[config.mk]
export PLATFORM = sky130hd
export DESIGN_NAME = receiver_mode_profile_regs
export DESIGN_NICKNAME = d
export VERILOG_FILES = /design/src/rx_mode_profile_pkg.sv /design/src/receiver_mode_profile_regs.sv
export VERILOG_INCLUDE_DIRS = /design/src
export SDC_FILE = /design/constraint.sdc
export NUM_CORES = 1
export LEC_CHECK = 0
export BUFFER_PORTS_ARGS = -buffer_cell sky130_fd_sc_hd__buf_2
export CAP_MARGIN = 30
export CELL_PAD_IN_SITES_DETAIL_PLACEMENT = 0
export CELL_PAD_IN_SITES_GLOBAL_PLACEMENT = 1
export CORE_AREA = 4 4 102 104
export DETAILED_ROUTE_END_ITERATION = 12
export DIE_AREA = 0 0 106 108
export PLACE_DENSITY_LB_ADDON = 0.1
export SLEW_MARGIN = 30
export SYNTH_ARGS = -nofsm -noshare
export SYNTH_HDL_FRONTEND = slang
export SYNTH_SLANG_ARGS = --single-unit
[constraint.sdc]
create_clock -name i_clk_sys -period 1.8 [get_ports i_clk_sys]
set_input_delay 0.09 -clock i_clk_sys [delete_from_list [all_inputs] [get_ports i_clk_sys]]
set_output_delay 0.09 -clock i_clk_sys [all_outputs]
set_load 0.01 [all_outputs]
[src/rx_mode_profile_regs.svh]
// register offsets, reset values and field positions of the mode profiles
`ifndef RX_MODE_PROFILE_REGS_SVH
`define RX_MODE_PROFILE_REGS_SVH

`define RMP_ADDR_W          10
`define RMP_DATA_W          8
`define RMP_NUM_REGS        10
`define RMP_IDX_W           4

// register offsets
`define RMP_MODE3_GAIN34    10'h04b
`define RMP_MODE4_EN        10'h04c
`define RMP_MODE4_GAIN12    10'h04d
`define RMP_MODE4_GAIN34    10'h04e
`define RMP_MODE5_EN        10'h04f
`define RMP_MODE5_GAIN12    10'h050
`define RMP_MODE5_GAIN34    10'h051
`define RMP_MODE6_EN        10'h052
`define RMP_MODE6_GAIN12    10'h053
`define RMP_MODE6_GAIN34    10'h054

// register indices inside the bank
`define RMP_IDX_M3_G34      4'h0
`define RMP_IDX_M4_EN       4'h1
`define RMP_IDX_M4_G12      4'h2
`define RMP_IDX_M4_G34      4'h3
`define RMP_IDX_M5_EN       4'h4
`define RMP_IDX_M5_G12      4'h5
`define RMP_IDX_M5_G34      4'h6
`define RMP_IDX_M6_EN       4'h7
`define RMP_IDX_M6_G12      4'h8
`define RMP_IDX_M6_G34      4'h9

// reset values
`define RMP_RST_M4_EN       8'h51
`define RMP_RST_M5_EN       8'h7f
`define RMP_RST_M6_EN       8'h68
`define RMP_RST_GAIN_MAX    8'h77
`define RMP_RST_GAIN_M6     8'h44

// writable bits: bit 7 (and bit 3 of gain words) are reserved
`define RMP_MASK_EN         8'h7f
`define RMP_MASK_GAIN       8'h77

// fields
`define RMP_EN_HI           6
`define RMP_GAIN_ODD_HI     6
`define RMP_GAIN_ODD_LO     4
`define RMP_GAIN_EVEN_HI    2
`define RMP_GAIN_EVEN_LO    0

// receiver mode numbers served here
`define RMP_MODE_W          4
`define RMP_MODE3           4'h3
`define RMP_MODE4           4'h4
`define RMP_MODE5           4'h5
`define RMP_MODE6           4'h6

`endif

[src/rx_mode_profile_pkg.sv]
// types shared by the receiver mode profile bank
`default_nettype none
`include "rx_mode_profile_regs.svh"
package rx_mode_profile_pkg;

    // one register access from the serial control port back end
    typedef struct packed {
        logic                     wr;
        logic                     rd;
        logic [`RMP_ADDR_W-1:0]   addr;
        logic [`RMP_DATA_W-1:0]   wdata;
    } reg_req_t;

    // settings applied to the receiver for the selected mode
    typedef struct packed {
        logic       splitter_one_on;
        logic       splitter_pair_a_on;
        logic       splitter_pair_b_on;
        logic [3:0] channel_on;      // [3]=channel 1 .. [0]=channel 4
        logic [2:0] channel1_gain;
        logic [2:0] channel2_gain;
        logic [2:0] channel3_gain;
        logic [2:0] channel4_gain;
    } rx_profile_t;

endpackage
`default_nettype wire

[src/receiver_mode_profile_regs.sv]
// receiver mode profile register bank for modes 3 (partial) to 6
`default_nettype none
`include "rx_mode_profile_regs.svh"

// Overview of operation
// RULE1 - mode4 enables: splitters bits6-4, channels bits3-0
// RULE2 - mode4 resets to splitter one, pair b, ch4
// RULE3 - mode5 enables reset all set, bit7 zero
// RULE4 - mode6 resets to splitter one, pair a, ch1
// RULE5 - gain words: odd [6:4], even [2:0]
// RULE6 - mode3 to mode5 gains reset to seven
// RULE7 - decode the mode3, mode4, mode5 gain offsets
// RULE8 - enable bits writable, bit 7 read-only
// RULE9 - selected mode drives its stored profile outward
module receiver_mode_profile_regs (
    input  wire logic                                i_clk_sys,
    input  wire logic                                i_nrst,
    input  wire rx_mode_profile_pkg::reg_req_t       i_req,
    input  wire logic [`RMP_MODE_W-1:0]              i_mode,
    output var  logic [`RMP_DATA_W-1:0]              o_rdata,
    output var  logic                                o_rvalid,
    output var  logic                                o_rhit,
    output var  rx_mode_profile_pkg::rx_profile_t    o_profile,
    output var  logic                                o_profile_served,
    output var  logic                                o_gain34_only
);
    import rx_mode_profile_pkg::*;

    // =====================================================================
    // decode helpers
    // =====================================================================

    // offset to bank index; hit low for anything outside the bank
    function automatic logic [`RMP_IDX_W:0] decode_addr(
        input logic [`RMP_ADDR_W-1:0] addr
    );
        logic [`RMP_IDX_W:0] res;
        res = '0;
        case (addr)
            `RMP_MODE3_GAIN34: res = {1'b1, `RMP_IDX_M3_G34}; // [RULE7]
            `RMP_MODE4_EN:     res = {1'b1, `RMP_IDX_M4_EN};
            `RMP_MODE4_GAIN12: res = {1'b1, `RMP_IDX_M4_G12}; // [RULE7]
            `RMP_MODE4_GAIN34: res = {1'b1, `RMP_IDX_M4_G34}; // [RULE7]
            `RMP_MODE5_EN:     res = {1'b1, `RMP_IDX_M5_EN};
            `RMP_MODE5_GAIN12: res = {1'b1, `RMP_IDX_M5_G12}; // [RULE7]
            `RMP_MODE5_GAIN34: res = {1'b1, `RMP_IDX_M5_G34}; // [RULE7]
            `RMP_MODE6_EN:     res = {1'b1, `RMP_IDX_M6_EN};
            `RMP_MODE6_GAIN12: res = {1'b1, `RMP_IDX_M6_G12};
            `RMP_MODE6_GAIN34: res = {1'b1, `RMP_IDX_M6_G34};
            default:           res = '0;
        endcase
        return res;
    endfunction

    // enable words versus gain words
    function automatic logic is_enable_word(input logic [`RMP_IDX_W-1:0] idx);
        return (idx == `RMP_IDX_M4_EN) || (idx == `RMP_IDX_M5_EN) ||
               (idx == `RMP_IDX_M6_EN);
    endfunction

    // writable bits per word; reserved bits never take a write
    function automatic logic [`RMP_DATA_W-1:0] write_mask(
        input logic [`RMP_IDX_W-1:0] idx
    );
        return is_enable_word(idx) ? `RMP_MASK_EN   // [RULE8]
                                   : `RMP_MASK_GAIN; // [RULE5]
    endfunction

    // reset value per word
    function automatic logic [`RMP_DATA_W-1:0] reset_value(
        input logic [`RMP_IDX_W-1:0] idx
    );
        logic [`RMP_DATA_W-1:0] v;
        v = `RMP_RST_GAIN_MAX;                       // [RULE6]
        case (idx)
            `RMP_IDX_M4_EN:  v = `RMP_RST_M4_EN;     // [RULE2]
            `RMP_IDX_M5_EN:  v = `RMP_RST_M5_EN;     // [RULE3]
            `RMP_IDX_M6_EN:  v = `RMP_RST_M6_EN;     // [RULE4]
            `RMP_IDX_M6_G12: v = `RMP_RST_GAIN_M6;
            `RMP_IDX_M6_G34: v = `RMP_RST_GAIN_M6;
            default:         v = `RMP_RST_GAIN_MAX;  // [RULE6]
        endcase
        return v;
    endfunction

    // build the outgoing profile from one enable word and two gain words
    function automatic rx_profile_t build_profile(
        input logic [`RMP_DATA_W-1:0] en,
        input logic [`RMP_DATA_W-1:0] g12,
        input logic [`RMP_DATA_W-1:0] g34
    );
        rx_profile_t p;
        {p.splitter_one_on, p.splitter_pair_a_on, p.splitter_pair_b_on,
         p.channel_on} = en[`RMP_EN_HI:0];                     // [RULE1]
        p.channel1_gain = g12[`RMP_GAIN_ODD_HI:`RMP_GAIN_ODD_LO];   // [RULE5]
        p.channel2_gain = g12[`RMP_GAIN_EVEN_HI:`RMP_GAIN_EVEN_LO];
        p.channel3_gain = g34[`RMP_GAIN_ODD_HI:`RMP_GAIN_ODD_LO];
        p.channel4_gain = g34[`RMP_GAIN_EVEN_HI:`RMP_GAIN_EVEN_LO];
        return p;
    endfunction

    // =====================================================================
    // register storage
    // =====================================================================

    logic [`RMP_DATA_W-1:0] regs_r [`RMP_NUM_REGS];
    logic [`RMP_IDX_W:0]    dec;
    logic                   dec_hit;
    logic [`RMP_IDX_W-1:0]  dec_idx;

    assign dec     = decode_addr(i_req.addr);
    assign dec_hit = dec[`RMP_IDX_W];
    assign dec_idx = dec[`RMP_IDX_W-1:0];

    // one flop group per word; masked write keeps reserved bits at zero
    genvar gi;
    generate
        for (gi = 0; gi < `RMP_NUM_REGS; gi++) begin : g_word
            localparam logic [`RMP_IDX_W-1:0] IDX = `RMP_IDX_W'(gi);
            always_ff @(posedge i_clk_sys or negedge i_nrst) begin
                if (!i_nrst) begin
                    regs_r[gi] <= reset_value(IDX);           // [RULE2]
                end else if (i_req.wr && dec_hit && dec_idx == IDX) begin
                    regs_r[gi] <= i_req.wdata & write_mask(IDX); // [RULE8]
                end
            end
        end
    endgenerate

    // =====================================================================
    // read path
    // =====================================================================

    // registered read; unmapped offsets return zero with hit low so the
    // port logic can tell them apart from a real zero
    always_ff @(posedge i_clk_sys or negedge i_nrst) begin
        if (!i_nrst) begin
            o_rdata  <= '0;
            o_rvalid <= 1'b0;
            o_rhit   <= 1'b0;
        end else begin
            o_rvalid <= i_req.rd;
            o_rhit   <= i_req.rd && dec_hit;
            if (i_req.rd && dec_hit) begin
                o_rdata <= regs_r[dec_idx];                   // [RULE5]
            end else begin
                o_rdata <= '0;
            end
        end
    end

    // =====================================================================
    // profile output to the receiver
    // =====================================================================

    rx_profile_t profile_nxt;
    logic        served_nxt;
    logic        partial_nxt;

    // mode 3 only owns its channel 3-4 gain word here; the rest of that
    // profile lives elsewhere, so those fields are zero and flagged
    always_comb begin
        profile_nxt = '0;
        served_nxt  = 1'b1;
        partial_nxt = 1'b0;
        case (i_mode)
            `RMP_MODE3: begin
                profile_nxt = build_profile('0, '0,
                                            regs_r[`RMP_IDX_M3_G34]);
                partial_nxt = 1'b1;
            end
            `RMP_MODE4: begin
                profile_nxt = build_profile(regs_r[`RMP_IDX_M4_EN],
                                            regs_r[`RMP_IDX_M4_G12],
                                            regs_r[`RMP_IDX_M4_G34]); // [RULE9]
            end
            `RMP_MODE5: begin
                profile_nxt = build_profile(regs_r[`RMP_IDX_M5_EN],
                                            regs_r[`RMP_IDX_M5_G12],
                                            regs_r[`RMP_IDX_M5_G34]); // [RULE9]
            end
            `RMP_MODE6: begin
                profile_nxt = build_profile(regs_r[`RMP_IDX_M6_EN],
                                            regs_r[`RMP_IDX_M6_G12],
                                            regs_r[`RMP_IDX_M6_G34]); // [RULE9]
            end
            default: begin
                served_nxt = 1'b0;
            end
        endcase
    end

    // registered so the analog controls never see decode glitches
    always_ff @(posedge i_clk_sys or negedge i_nrst) begin
        if (!i_nrst) begin
            o_profile        <= '0;
            o_profile_served <= 1'b0;
            o_gain34_only    <= 1'b0;
        end else begin
            o_profile        <= profile_nxt;                  // [RULE9]
            o_profile_served <= served_nxt;
            o_gain34_only    <= partial_nxt;
        end
    end

endmodule
`default_nettype wire

==> results.py <==
metrics = {
    "critical_path": {
        "cp_slowest_stage_delay_ns": 0.60,
        "worstPathCellList": "dlygate4sd3_1, buf_2, nor4bb_4, buf_4, a222oi_1, inv_1",
        "critical_path_class": "in2reg",
        "cp.required_ns": 2.11,
        "worst_path_max_delay_cell": "nor4bb_4",
        "endpoint_kind": "register",
        "r2r_end": "o_rdata[5]",
        "r2r-start": "regs_r[21]",
        "reg2reg_slack_ns": 0.48,
        "cp-start-kind": "input pin",
        "arrival_ns": 1.92,
        "crit_path_max_fanout": 11,
        "reg2reg_depth": 4,
    },
    "sta": {
        "tns_ns": 0,
        "slew_headroom": 0.5882,
        "fin_crit_ns": 1.617,
        "final-setup-viol-count": 0,
        "rsz0062_at_grt": "no",
        "max_freq_mhz": 618.5,
        "period_share": 0.8983,
        "hold_viol": 0,
        "fin_skew_ns": 0.01207,
        "drv_slew": 0,
        "worst_pin_slew_ns": 0.6168,
    },
    "route": {
        "drc": 0,
        "routed_wl_mm": 12.20,
        "drt_pass1_iterations": 5,
        "drtAntennaViolNets": 0,
        "drtIter0Drc": 354,
        "vias": 3401,
        "via_per_inst": 5.804,
        "routedWlPerCell_um": 20.81,
    },
    "yosys": {
        "synthDistinctLibCells": 56,
        "async_flop_share": 1.000,
        "synthCells": 372,
        "ys.flop_type": "dfstp_2",
        "synth_edf_count": 0,
        "yosysWarnings": 0,
        "synthesis.area_mm2": 0.004633,
        "synth_nets": 398,
        "synth.avg_cell_area_um2": 12.45,
        "yosys_register_bits": 93,
        "ys_seq_area_frac": 0.5150,
    },
    "layout": {
        "layout_commonest_cell": "mux2_2",
        "num-nets-final": 474,
        "mostFrequentLayoutCells": "mux2_2, buf_2, dfstp_2",
        "final_cells": 586,
        "drive_gt1_frac": 0.5276,
        "n_fill_cell": 860,
        "regArea_mm2": 0.002386,
        "antenna_cells": 0,
        "multi_input_area_mm2": 0.002056,
        "syn_to_final_growth_pct": 17.69,
        "design_area_mm2": 0.005453,
    },
    "cts": {
        "clock-sinks": 93,
        "cts_max_path_buffers": 2,
        "htreeDepth": 3,
        "cts_tree": "yes",
        "cts_post_setup_buffers_inserted": 0,
        "cts_made_buffers": 9,
        "insertion_delay_ns": 0.37,
        "cts_root_buf": "clkbuf_8",
        "clkTransAtPathRegs_ns": 0.09,
    },
    "placed_design": {
        "dp_cells": 566,
        "dp_hpwl_mm": 8.600,
        "place_area_mm2": 0.005213,
        "gp_congestion": 0.9189,
        "portBuffers": 54,
    },
    "floorplanning": {
        "core_mm2": 0.009549,
        "ios": 57,
        "rows": 36,
        "die_height_um": 108,
        "initial_core_util": 0.4852,
        "die_area_mm2": 0.01145,
        "die_x_um": 106,
    },
    "global_routing": {
        "grt_pass1_vias": 3356,
        "grt_use_met1": 0.3262,
        "grt_max_degree": 94,
        "grt-ovfl-total": 0,
        "grt_usage": 0.2232,
        "antenna_found_initial": 0,
        "top_usage_layer": "met2",
        "use_met2": 0.3434,
        "met3_usage": 0.03642,
        "grt_first_pass_wirelength_mm": 19.15,
    },
    "power_and_ir_drop": {
        "peakVddDrop_mv": 0.4028,
        "powerDensity_mw_per_mm2": 720.7,
        "power.leakage_uw": 0.002565,
    },
    "hold_path": {
        "hp-start": "i_mode[2]",
        "hold_class": "in2reg",
        "min_to": "o_profile_served",
        "hold_path_depth": 3,
    },
    "run": {
        "max_cap_violations": 0,
    },
    "outcome": {
        "status": "complete, no violations",
    },
}
==> registers in the layout, summed over array words and instances, names as in the netlist <==
name / cells
o_rhit: 1
o_rvalid: 1
o_gain34_only: 1
o_profile_served: 1
o_rdata: 7
o_profile: 19
regs_r: 63
==> layout make-up <==
| class | count | area share |
|---|---|---|
| Sequential cell | 93 | 0.4376 |
| Timing Repair Buffer | 92 | 0.1065 |
| Clock buffer | 11 | 0.02593 |
| Tap cell | 133 | 0.03052 |
| Multi-Input combinational cell | 235 | 0.3770 |
| Clock inverter | 5 | 0.01078 |
| Inverter | 17 | 0.01170 |
==> worst max-delay path, delay by kind of cell <==
family,cells,cell delay (ns)
AO/OA/AOI/OAI,1,0.13
buffers and inverters,4,1.10
AND/OR/NAND/NOR,1,0.60
==> layer usage <==
| layer | vias to the layer above | part of all wire | wire (um) |
|---|---|---|---|
| met3 | 14 | 0.060 | 735 |
| met5 | - | 0 | 0 |
| met2 | 119 | 0.45 | 5530 |
| met1 | 1712 | 0.47 | 5766 |
| li1 | 1556 | - | - |
| met4 | 0 | 0.013 | 163 |
==> kinds of logic after synthesis <==
kind of cell / share of synthesized area
other: 0.0008094
and+or+nand+nor: 0.1215
DFF: 0.5150
muxes: 0.1588
buffers and inverters: 0.04969
xor gates and xnor gates: 0.003781
AOI/OAI and AO/OA: 0.1504
==> worst max path at each step <==
| stage | cells after the start | end | start |
|---|---|---|---|
| floorplan | 6 | regs_r[72] | i_req[17] |
| detailed placement | 7 | regs_r[33] | i_req[17] |
| finish | 6 | o_profile[7] | i_mode[3] |
| global route | 6 | o_profile[7] | i_mode[3] |
| CTS | 6 | o_profile[7] | i_mode[3] |
| global placement | 7 | regs_r[17] | i_req[11] |
==> synthesized netlist by cell type, types with 4 or more instances <==
cell             number  area [um^2]
buf_2                 7        35.03
o32ai_1               6        52.55
clkbuf_1              9        33.78
a222oi_1             19        190.2
inv_1                17        63.81
nor3b_1               6        45.04
nor2_1                5        18.77
nor3_1               11        55.05
mux2_4                7        105.1
dfrtp_1              46         1151
o22ai_1               5        31.28
o21ai_0              16        80.08
clkdlybuf4s25_2       6        60.06
mux2_2               56        630.6
nand2_2               4        25.02
dfstp_2              47         1235
nand3_1               8        40.04
nand2_1              14        52.55
a21oi_1              16        80.08
o2111a_1              5        56.30
o22a_1                8        70.07
==> repair_timing <==
| item | CTS | global route |
|---|---|---|
| hold endpoints to repair | 51 | 0 |
| hold buffers | 4 | 0 |
| resized for setup | 0 | 0 |
==> through the flow <==
step	utilization	worst slack [ns]	hold slack, ns	power, uW
after global routing	0.5710	0.1151	0.06113	4096
after CTS	0.5710	0.2139	0.02222	3969
final	0.5710	0.1831	0.03682	3930
after floorplan	-	0.09340	-0.2056	2367
after global placement	0.5451	-0.04745	0.1650	2528
after detailed placement	0.5459	-0.08029	0.1710	2532
==> where the power goes <==
part / switching, uW / leakage (uW) / total, uW / internal [uW]
sequential: 19.8 / 0.00112 / 2150 / 2130
combinational: 211 / 0.00135 / 353 / 142
clock: 744 / 0.0000959 / 1430 / 683
No activity file was read; power rests on OpenSTA's default activity.
